<file path="src/lio_pkg.sv">
`default_nettype none
package lio_pkg;
  localparam logic [31:0] LIO_CTL_ADDR = 32'h5140_0014;
  localparam logic [31:0] LIO_CTL_RESET = 32'h0400_0003;
  localparam int LIO_SHUT_EN_BIT = 31;
  localparam int LIO_BAD_EN_BIT = 30;
  localparam int LIO_SPEC_MD_BIT = 28;
  localparam int LIO_REMAP_E_BIT = 27;
  localparam int LIO_REMAP_F_BIT = 26;
  localparam int LIO_MEM_DISCARD_BIT = 25;
  localparam int LIO_IO_DISCARD_BIT = 24;
  localparam int LIO_UART2_LSB = 20;
  localparam int LIO_UART1_LSB = 16;
  localparam int LIO_RTC_HI_BIT = 1;
  localparam int LIO_RTC_IDX_BIT = 0;
  localparam int LIO_SSC_SHUT_BIT = 9;
  localparam int LIO_SSC_BAD_BIT = 12;
  localparam logic [7:0] LIO_SC_SHUTDOWN = 8'h00;
  localparam logic [7:0] LIO_SC_HALT_BUS = 8'h01;
  localparam logic [7:0] LIO_SC_HALT_X86 = 8'h02;
  localparam logic [15:0] LIO_SEG_E = 16'h000e;
  localparam logic [15:0] LIO_SEG_F = 16'h000f;
  localparam logic [15:0] LIO_TOP_E = 16'hfffe;
  localparam logic [15:0] LIO_TOP_F = 16'hffff;
  localparam logic [15:0] LIO_PORT_RTC_IDX = 16'h0070;
  localparam logic [15:0] LIO_PORT_RTC_HI = 16'h0072;
  localparam logic [15:0] LIO_BASE_100 = 16'h02e8;
  localparam logic [15:0] LIO_BASE_101 = 16'h02f8;
  localparam logic [15:0] LIO_BASE_110 = 16'h03e8;
  localparam logic [15:0] LIO_BASE_111 = 16'h03f8;
  localparam int LIO_CLK_PS = 5000;
  localparam int LIO_RST_OUT_NS = 100;
  localparam int LIO_RST_OUT_CYC = (LIO_RST_OUT_NS * 1000 + LIO_CLK_PS - 1) / LIO_CLK_PS;

  typedef enum logic [2:0] {
    LIO_TGT_LPC = 3'b000,
    LIO_TGT_ONCHIP = 3'b001,
    LIO_TGT_UART1 = 3'b010,
    LIO_TGT_UART2 = 3'b011,
    LIO_TGT_RTC = 3'b100,
    LIO_TGT_DISCARD = 3'b101,
    LIO_TGT_ERROR = 3'b110,
    LIO_TGT_SPECIAL = 3'b111
  } lio_tgt_e;

  typedef struct packed {
    logic valid;
    logic is_mem;
    logic is_io;
    logic is_special;
    logic write;
    logic dedicated;
    logic claimed;
    logic [31:0] addr;
    logic [7:0] wdata;
  } lio_cyc_s;

  typedef struct packed {
    logic valid;
    logic is_mem;
    lio_tgt_e target;
    logic rd_ones;
    logic [31:0] addr;
  } lio_dec_s;
endpackage
`default_nettype wire
</file>
<file path="src/lio_legacy_io_controls.sv">
`default_nettype none
module lio_legacy_io_controls (
  input wire logic i_clk, // 200 MHz system clock
  input wire logic i_rst_b, // async reset, active low
  input wire logic i_msr_rd, // register read strobe
  input wire logic i_msr_wr, // register write strobe
  input wire logic [31:0] i_msr_addr, // register address
  input wire logic [31:0] i_msr_wdata, // register write data
  output logic [31:0] o_msr_rdata, // register read data
  output logic o_msr_ack, // access done pulse
  input wire lio_pkg::lio_cyc_s i_cyc, // cycle from bus master
  output lio_pkg::lio_dec_s o_dec, // decode answer
  input wire logic i_bad_txn, // bad transaction seen
  input wire logic i_ssc_clr_shut, // clear shutdown reason
  input wire logic i_ssc_clr_bad, // clear bad reason
  output logic o_reset_out_b, // system reset out, low active
  output logic o_ssc_shutdown, // reason bit 9 of 54h
  output logic o_ssc_bad, // reason bit 12 of 54h
  output logic o_shutdown, // shutdown cycle seen pulse
  output logic o_halt, // halt cycle seen pulse
  output logic o_nmi_en // nmi enable state
);
  import lio_pkg::*;

  logic [31:0] ctl_q;
  logic [7:0] rst_cnt_q;
  logic [7:0] rst_cnt_d;
  logic written_q;
  logic sc_hit, sc_shut, sc_halt, shut_rst, bad_rst;
  logic [15:0] io_a;
  logic [15:0] u1_base, u2_base;
  logic u1_on, u2_on, u1_hit, u2_hit;
  logic u_clash;
  logic rtc_idx_hit, rtc_hi_hit;
  lio_dec_s dec_d;

  function automatic logic [15:0] uart_base(input logic [1:0] sel);
    case (sel)
      2'b00: uart_base = LIO_BASE_100;
      2'b01: uart_base = LIO_BASE_101;
      2'b10: uart_base = LIO_BASE_110;
      default: uart_base = LIO_BASE_111;
    endcase
  endfunction

  // control register; reserved bits held as written
  always_ff @(posedge i_clk or negedge i_rst_b) begin
    if (!i_rst_b) begin
      ctl_q <= LIO_CTL_RESET;
      written_q <= 1'b0;
    end else if (i_msr_wr && i_msr_addr == LIO_CTL_ADDR) begin
      ctl_q <= i_msr_wdata;
      written_q <= 1'b1;
    end
  end

  // unmapped addresses read zero
  always_ff @(posedge i_clk or negedge i_rst_b) begin
    if (!i_rst_b) begin
      o_msr_rdata <= 32'h0000_0000;
      o_msr_ack <= 1'b0;
    end else begin
      o_msr_ack <= i_msr_rd | i_msr_wr;
      o_msr_rdata <= (i_msr_rd && i_msr_addr == LIO_CTL_ADDR) ? ctl_q : 32'h0000_0000;
    end
  end

  // special cycle code is the low address byte
  always_comb begin
    sc_hit = i_cyc.valid & i_cyc.is_special;
    sc_shut = sc_hit & (i_cyc.addr[7:0] == LIO_SC_SHUTDOWN);
    sc_halt = sc_hit & (ctl_q[LIO_SPEC_MD_BIT] ? (i_cyc.addr[7:0] == LIO_SC_HALT_X86)
                                                : (i_cyc.addr[7:0] == LIO_SC_HALT_BUS));
    shut_rst = sc_shut & ctl_q[LIO_SHUT_EN_BIT];
    bad_rst = i_bad_txn & ctl_q[LIO_BAD_EN_BIT];
  end

  always_ff @(posedge i_clk or negedge i_rst_b) begin
    if (!i_rst_b) begin
      o_shutdown <= 1'b0;
      o_halt <= 1'b0;
    end else begin
      o_shutdown <= sc_shut;
      o_halt <= sc_halt;
    end
  end

  // retrigger restarts the full pulse width
  always_comb begin
    if (shut_rst || bad_rst) begin
      rst_cnt_d = 8'(LIO_RST_OUT_CYC);
    end else if (rst_cnt_q != 8'h00) begin
      rst_cnt_d = rst_cnt_q - 8'h01;
    end else begin
      rst_cnt_d = 8'h00;
    end
  end

  always_ff @(posedge i_clk or negedge i_rst_b) begin
    if (!i_rst_b) begin
      rst_cnt_q <= 8'h00;
      o_reset_out_b <= 1'b1;
    end else begin
      rst_cnt_q <= rst_cnt_d;
      o_reset_out_b <= (rst_cnt_d == 8'h00);
    end
  end

  // reason flags: a new cause beats a clear in the same cycle
  always_ff @(posedge i_clk or negedge i_rst_b) begin
    if (!i_rst_b) begin
      o_ssc_shutdown <= 1'b0;
      o_ssc_bad <= 1'b0;
    end else begin
      if (shut_rst) begin
        o_ssc_shutdown <= 1'b1;
      end else if (i_ssc_clr_shut) begin
        o_ssc_shutdown <= 1'b0;
      end
      if (bad_rst) begin
        o_ssc_bad <= 1'b1;
      end else if (i_ssc_clr_bad) begin
        o_ssc_bad <= 1'b0;
      end
    end
  end

  // i/o side decode
  always_comb begin
    io_a = i_cyc.addr[15:0];
    u1_on = ctl_q[LIO_UART1_LSB + 2];
    u2_on = ctl_q[LIO_UART2_LSB + 2];
    u1_base = uart_base(ctl_q[LIO_UART1_LSB +: 2]);
    u2_base = uart_base(ctl_q[LIO_UART2_LSB +: 2]);
    u1_hit = u1_on & (io_a[15:3] == u1_base[15:3]);
    u2_hit = u2_on & (io_a[15:3] == u2_base[15:3]);
    u_clash = u1_on & u2_on & (u1_base == u2_base);
    rtc_idx_hit = io_a[15:1] == LIO_PORT_RTC_IDX[15:1];
    rtc_hi_hit = io_a[15:1] == LIO_PORT_RTC_HI[15:1];
  end

  always_comb begin
    dec_d = '0;
    dec_d.valid = i_cyc.valid;
    dec_d.is_mem = i_cyc.is_mem;
    dec_d.addr = i_cyc.addr;
    dec_d.target = LIO_TGT_LPC;
    if (i_cyc.is_special) begin
      dec_d.target = LIO_TGT_SPECIAL;
    end else if (i_cyc.is_mem) begin
      // dedicated comparators see the address unremapped
      if (!i_cyc.dedicated && ctl_q[LIO_REMAP_E_BIT] && i_cyc.addr[31:16] == LIO_SEG_E) begin
        dec_d.addr[31:16] = LIO_TOP_E;
      end else if (!i_cyc.dedicated && ctl_q[LIO_REMAP_F_BIT] && i_cyc.addr[31:16] == LIO_SEG_F) begin
        dec_d.addr[31:16] = LIO_TOP_F;
      end
      if (i_cyc.claimed) begin
        dec_d.target = LIO_TGT_ONCHIP;
      end else if (ctl_q[LIO_MEM_DISCARD_BIT]) begin
        dec_d.target = LIO_TGT_DISCARD;
      end
    end else if (i_cyc.is_io) begin
      if (rtc_idx_hit && ((i_cyc.write && !io_a[0]) || ctl_q[LIO_RTC_IDX_BIT])) begin
        dec_d.target = LIO_TGT_RTC;
      end else if (rtc_hi_hit && ctl_q[LIO_RTC_HI_BIT]) begin
        dec_d.target = LIO_TGT_RTC;
      end else if (u1_hit && u2_hit) begin
        dec_d.target = LIO_TGT_ERROR;
      end else if (u1_hit) begin
        dec_d.target = LIO_TGT_UART1;
      end else if (u2_hit) begin
        dec_d.target = LIO_TGT_UART2;
      end else if (i_cyc.claimed) begin
        dec_d.target = LIO_TGT_ONCHIP;
      end else if (ctl_q[LIO_IO_DISCARD_BIT]) begin
        dec_d.target = LIO_TGT_DISCARD;
      end
    end
    dec_d.rd_ones = (dec_d.target == LIO_TGT_DISCARD) & ~i_cyc.write;
  end

  always_ff @(posedge i_clk or negedge i_rst_b) begin
    if (!i_rst_b) begin
      o_dec <= '0;
    end else begin
      o_dec <= dec_d;
    end
  end

  // index port data bit 7 sets nmi enable
  always_ff @(posedge i_clk or negedge i_rst_b) begin
    if (!i_rst_b) begin
      o_nmi_en <= 1'b0;
    end else if (i_cyc.valid && i_cyc.is_io && i_cyc.write && io_a == LIO_PORT_RTC_IDX) begin
      o_nmi_en <= i_cyc.wdata[7];
    end
  end
endmodule
`default_nettype wire

</file>
<file path="config.mk">
export PLATFORM = sky130hd
export DESIGN_NAME = lio_legacy_io_controls
export DESIGN_NICKNAME = d
export VERILOG_FILES = /design/src/lio_pkg.sv /design/src/lio_legacy_io_controls.sv
export SDC_FILE = /design/constraint.sdc
export NUM_CORES = 1
export LEC_CHECK = 0
export ABC_AREA = 1
export BUFFER_PORTS_ARGS = -buffer_cell sky130_fd_sc_hd__buf_2
export CAP_MARGIN = 5
export CORE_MARGIN = 1
export CORE_UTILIZATION = 45
export DETAILED_ROUTE_END_ITERATION = 8
export MAX_ROUTING_LAYER = met4
export PLACE_DENSITY = 0.77
export SLEW_MARGIN = 30
export SYNTH_ARGS = -nofsm -noshare
export SYNTH_HDL_FRONTEND = slang
export SYNTH_SLANG_ARGS = --single-unit
</file>
<file path="constraint.sdc">
create_clock -name i_clk -period 2.2 [get_ports i_clk]
set_input_delay 0.44 -clock i_clk [delete_from_list [all_inputs] [get_ports i_clk]]
set_output_delay 0.44 -clock i_clk [all_outputs]
set_load 0.05 [all_outputs]
</file>
==> key figures, run 1 <==
Status
  • Status: completed

Die
  • Initial core utilization: between 40% and 50%
  • Die Span Y: ~100 um
  • Core ar.: 0.00991 mm2
  • # rows: 36
  • Num ports: between 150 and 200
  • Area of the die: roughly 0.011 mm2
  • Die width: between 100 and 150 um

STA
  • PnR worst setup slack: roughly 0.5 ns
  • Fmax: roughly 0.59 GHz
  • Setup_tns: 0 ns
  • Max Clock Skew: roughly 0.0085 ns
  • Fin Hold WS: ~0.056 ns
  • Slew margin rel.: 66.7%
  • Worst Max-Slew Pin Slew: 0.500 ns
  • Fin crit share: between 70% and 80%
  • Final Slew Violations: 0
  • RSZ-0062 raised after global routing: false
  • Final count of hold timing violations: 0
  • Fin crit period: around 1.7 ns
  • Final-report setup violation count: 0

Cells and area
  • Final Core Density: between 60% and 70%
  • Total Nets Final: between 800 and 900
  • Commonest cells after routing, fill and taps aside: buf_2, nand2_1, dfrtp_1
  • P&R area growth vs syn: 37.3%
  • Layout Cells excl Fill: around 870
  • Ant. Diodes: 0
  • Number of fillers in the final layout: slightly below 900
  • Layout cells sized above 1: 32.5%
  • Commonest non-fill, non-tap cell in the layout: buf_2

Critical path
  • Max Fanout on Critical Path: 1
  • WP data required: approximately 1.8 ns
  • Crit-path leading delay family: flip-flops
  • Critical path buffer and inverter count: 1
  • CP Capture Type: output port
  • Critical path startpoint category: register
  • Cells along the critical path: buf_2
  • Critical setup path kind: reg -> out
  • Largest stage delay, worst path: approximately 0.51 ns
  • Worst path slowest cell: dfstp_2
  • Worst endpoint data arrival time: 1.26 ns

Clock tree
  • Root Buffer: clkbuf_8
  • CTS tree: built
  • Post-CTS sizing: 0
  • Post-CTS Setup Inserts: 0
  • Num Clock Sinks: about 120
  • Clk Latency, worst-skew pair: 0.51 ns
  • H-tree Lvls: 4
  • Bufs on Longest Clock Path: 2
  • Reg clk slew, reported paths: roughly 0.060 ns
  • Inserted Clock Buffers: 17
  • # hold bufs at CTS: 1

Synthesis
  • #FFs+latches synth: around 120
  • Simple-gate share of the synthesized area: ~25%
  • Post-synthesis instance area: 0.00467 mm2
  • Largest family of logic cells by synthesized area: simple AND/OR/NAND/NOR gates
  • Synth Area in Compound Gates: 1.45%
  • EDFF count, synth: 0
  • YS warnings: 0
  • Synth unique cells: 24
  • Synth Area in XOR/XNOR: 0.939%
  • Register area share after synthesis: 62.9%
  • Synth Flop Type: dfrtp_1
  • Post-Synth Adder-Cell Area: less than 1%
  • Proportion of synthesized area in mux cells: less than 1%
  • Cells after synthesis: between 500 and 600
  • Post-synth ARST share: between 90% and 100%
  • Mapped Avg Cell Area: ~9 um2
  • Synthesized net count: 640

Place
  • Final GP Congestion: 0.884
  • Input/output buffers: ~190
  • DP HPWL: about 8.6 mm
  • Pre-CTS setup slack: ~0.36 ns
  • Placed Instances: 832

Global routing
  • Vias in the first global route: between 4000 and 5000
  • GRT overflow: 0
  • First-pass GRT wire length: 18.9 mm
  • Largest net degree at the start of global routing: 39
  • GRT Overall Usage: a little under a quarter
  • Initial antenna violation count: 0

Power and ir drop
  • Seq pwr share: around two fifths
  • Clock network fraction of design power: approximately 51%
  • Int Pwr: around 4.1 mW
  • Peak supply drop: roughly 0.48 mV
  • Leak pwr: about 3.5 nW
  • Sw Pwr: ~1.3 mW
  • Sw frac: 24.1%
  • Combinational Power Share: 7.8%
  • Power per cell area: 840 mW/mm2

Detailed routing
  • Wire per inst: around 13 um
  • DRC Markers: 0
  • Initial detailed-routing violation count: 108
  • Vias per inst: between 4 and 5
  • Via Count: 4083
  • First drt pass iteration count: 4
  • Antenna-violating nets left: 0
  • Final wirelength: 11.6 mm

Job
  • Max Cap Viol: 0

Hold path
  • Hold Path Class: in -> reg
## synthesized netlist by cell type, types with 4 or more instances
master    instances  area, um2
a21oi_1           4       20.0
xor2_1            4       35.0
dfstp_2           4        105
nor2_1           76        285
nor3_1            4       20.0
o21ai_0           6       30.0
nand3_1          49        245
inv_1            85        319
nand2_1         126        473
dfrtp_1         113       2830
buf_2             9       45.0
nor4_1           10       62.6
nand4_1           9       56.3
clkbuf_1          9       33.8
## metrics by stage
| step | area, um2 | total power, mW |
|---|---|---|
| global route | 6400 | 5.57 |
| floorplan | 4670 | 2.43 |
| finish | 6400 | 5.38 |
| detailed placement | 5790 | 2.66 |
| global placement | 5790 | 2.65 |
| CTS | 6400 | 5.43 |
## state kept, by name, summed over array words and instances, names as in the netlist
| signal | count |
|---|---|
| o_dec | 38 |
| rst_cnt_q | 8 |
| o_halt | 1 |
| ctl_q | 32 |
| o_msr_rdata | 32 |
| o_shutdown | 1 |
| o_ssc_bad | 1 |
| o_reset_out_b | 1 |
| o_nmi_en | 1 |
| o_ssc_shutdown | 1 |
| o_msr_ack | 1 |
## final timing paths
check,slack [ns],cells past startpoint,end,start
worst max-delay path,0.50,1,o_reset_out_b,o_reset_out_b$_DFF_PN1_
worst min-delay path,0.06,1,o_dec[13]$_DFF_PN0_,i_cyc[21]
worst max register to register,0.58,12,o_reset_out_b$_DFF_PN1_,rst_cnt_q[0]$_DFF_PN0_
worst min register to register,0.43,1,rst_cnt_q[0]$_DFF_PN0_,rst_cnt_q[0]$_DFF_PN0_
max in group asynchronous,1.11,3,ctl_q[0]$_DFFE_PN1P_,i_rst_b
min in group asynchronous,0.45,2,o_msr_rdata[28]$_DFF_PN0_,i_rst_b
## routing by layer
layer | global-route usage [%] | wire (um) | part of all wire, % | up-vias
li1 | - | - | - | 1992
met1 | 27.6 | 5000 | 43 | 1880
met2 | 37.4 | 5560 | 48 | 192
met3 | 6.29 | 852 | 7.3 | 19
met4 | 9.49 | 210 | 1.8 | 0
met5 | - | 0 | 0 | -
## power groups by stage
stage / clock network, mW / logic (mW) / registers (mW)
2_1_floorplan: 0 / 0.0602 / 2.37
3_3_place_gp: 0 / 0.411 / 2.23
3_5_place_dp: 0 / 0.419 / 2.24
4_1_cts: 2.81 / 0.422 / 2.20
5_1_grt: 2.91 / 0.452 / 2.20
6_report: 2.76 / 0.418 / 2.20
## cell families after synthesis
| logic type | after synthesis |
|---|---|
| multiplexers | 1 |
| XOR/XNOR | 5 |
| adder cells (fa/ha/maj) | 2 |
| AO/OA/AOI/OAI | 12 |
| buffers and inverters | 103 |
| flip-flops | 117 |
| AND/OR/NAND/NOR | 280 |
## cell type report
type | count | area (um2) | share of cell area, %
Sequential cell | 117 | 2930 | 45.8
Multi-Input combinational cell | 300 | 1340 | 20.8
Timing Repair Buffer | 198 | 1050 | 16.4
Clock buffer | 18 | 428 | 6.68
Inverter | 85 | 319 | 4.98
Clock inverter | 14 | 175 | 2.73
Tap cell | 133 | 166 | 2.60
No activity file was read; power rests on OpenSTA's default activity.
==> run 2: changes to the inputs <==
- clock period: 2.2 -> 1.7 ns (I/O delays scaled with it)
==> run 2 against run 1 <==
- wire length grew 8.0%
- combinational power grew 39%
- clock skew is 0.00073 ns lower
- global-route usage up 1.7 points
- first-iteration DRC count up 38%
- die area stayed put
- sequential share of layout area fell by 1.5 points
- highest routed layer unchanged
- largest power group unchanged
- critical path depth stayed put
==> key figures, run 2 (same netlist as run 1, synthesis figures left out) <==
Status
  • Status: completed

STA
  • Worst Max-Slew Pin Slew: about 0.4 ns
  • Final Slew Violations: 0
  • Fin crit share: between 90% and 100%
  • Slew margin rel.: approximately three quarters
  • Fin Hold WS: about 0.025 ns
  • Final-report setup violation count: 0
  • Max Clock Skew: 0.00774 ns
  • Fmax: roughly 0.62 GHz
  • Final count of hold timing violations: 0
  • Fin crit period: between 1.5 and 2 ns

Die
  • Num ports: around 200
  • # rows: 36
  • Core ar.: between 0.009 and 0.01 mm2
  • Area of the die: around 0.011 mm2
  • Die Span Y: ~100 um
  • Die width: about 100 um
  • Initial core utilization: about 47%

Power and ir drop
  • Leak pwr: about 3.6 nW
  • Power per cell area: between 1000 and 1500 mW/mm2
  • Peak supply drop: 0.557 mV
  • Total power draw: 6.78 mW

Job
  • Max Cap Viol: 0

Detailed routing
  • Wire per inst: around 14 um
  • DRC Markers: 0
  • First drt pass iteration count: 5
  • Vias per inst: a little under 5
  • Via Count: between 4000 and 5000
  • Antenna-violating nets left: 0
  • Final wirelength: around 13 mm
  • Initial detailed-routing violation count: about 150

Critical path
  • Critical path startpoint category: register
  • Reg2reg start: rst_cnt_q[0]$_DFF_PN0_
  • R2R depth: 12
  • Largest stage delay, worst path: between 0.5 and 0.6 ns
  • Crit-path leading delay family: flip-flops
  • Critical setup path kind: reg -> out
  • WP data required: between 1 and 1.5 ns
  • Reg-to-reg endpoint: o_reset_out_b$_DFF_PN1_
  • Critical path buffer and inverter count: 1
  • Worst endpoint data arrival time: between 1 and 1.5 ns
  • CP Capture Type: output port
  • Worst path slowest cell: dfstp_2
  • CP Launch Point: o_reset_out_b$_DFF_PN1_
  • Max Fanout on Critical Path: 1
  • Cells along the critical path: buf_2
  • Reg2reg setup slack: 0.16 ns

Clock tree
  • Inserted Clock Buffers: 17
  • Num Clock Sinks: ~120
  • Root Buffer: clkbuf_8
  • CTS tree: built
  • H-tree Lvls: 4
  • Reg clk slew, reported paths: roughly 0.050 ns
  • Clk Latency, worst-skew pair: approximately 0.5 ns
  • Bufs on Longest Clock Path: 2

Cells and area
  • Commonest cells after routing, fill and taps aside: buf_2, nand2_1, dfrtp_1
  • Number of flip-flops in the largest register: 38
  • Number of fillers in the final layout: 823
  • Ant. Diodes: 0
  • Largest reg by FF count: o_dec
  • P&R area growth vs syn: 41.9%
  • Layout cells sized above 1: around a third
  • Total Nets Final: ~860
  • Multi-input logic area: roughly 0.0014 mm2
  • Commonest non-fill, non-tap cell in the layout: buf_2
  • Reg area: a little under 0.003 mm2
  • Largest regs: o_dec: 38 flops, ctl_q: 32 flops, o_msr_rdata: 32 flops

Place
  • Final GP Congestion: about 0.87
  • DP HPWL: 8.62 mm
  • Input/output buffers: 187

Global routing
  • GRT overflow: 0
  • Largest net degree at the start of global routing: 49
  • Vias in the first global route: 4268
  • First-pass GRT wire length: 20.0 mm
  • GRT Overall Usage: between 20% and 30%
  • Initial antenna violation count: 0

Hold path
  • Hold EP: o_dec[8]$_DFF_PN0_
  • Hold Path Class: in -> reg
  • Min-delay src: i_cyc[16]
  • Worst hold path depth: 1
[run 2: layer usage]
metal / GRT usage (%) / share of wire, % / wire, um / up-vias
met2: 41.5 / 51 / 6430 / 188
met5: - / 0 / 0 / -
met1: 28.8 / 41 / 5160 / 2011
met3: 6.10 / 6.4 / 801 / 22
li1: - / - / - / 2039
met4: 9.80 / 1.3 / 167 / 0
[run 2: worst max-delay path by stage]
stage                              endpoint  cells past startpoint
CTS                           o_reset_out_b                      1
floorplan           o_reset_out_b$_DFF_PN1_                     12
global placement      ctl_q[24]$_DFFE_PN0P_                      8
detailed placement     ctl_q[7]$_DFFE_PN0P_                      8
global route        o_reset_out_b$_DFF_PN1_                     11
finish                        o_reset_out_b                      1
[run 2: where the power goes]
part           leakage, nW  switching (mW)  internal, mW
Combinational         1.84           0.384         0.197
Sequential            1.50          0.0114          2.84
Clock                0.274            1.16          2.19
Total                 3.62            1.55          5.23
[run 2: cell type report]
cell class | count | area share (%)
repair buffers | 220 | 19.3
flip-flops and latches | 117 | 44.3
clock buffers | 27 | 7.27
multi-input cells | 300 | 20.7
well taps | 133 | 2.51
inverters | 85 | 4.82
clock inverters | 5 | 1.13
[run 2: stage by stage]
step | utilization, % | setup WS (ns) | std cells | TNS (ns) | instance area, um2
CTS | 66.2 | 0.0580 | 884 | 0 | 6560
floorplan | - | 0.264 | 520 | 0 | 4670
detailed placement | 58.5 | 0.0450 | 831 | 0 | 5800
global placement | 58.5 | 0.0750 | 831 | 0 | 5800
finish | 66.8 | 0.0753 | 887 | 0 | 6620
global route | 66.8 | -0.0265 | 887 | -0.0273 | 6620
[run 2: timing repair]
| item | in CTS | in global routing |
|---|---|---|
| setup endpoints to repair | 0 | 7 |
| hold buffers | 21 | 1 |
| setup buffers | 0 | 2 |
| hold endpoints to repair | 133 | 1 |
| resized for setup | 0 | 11 |
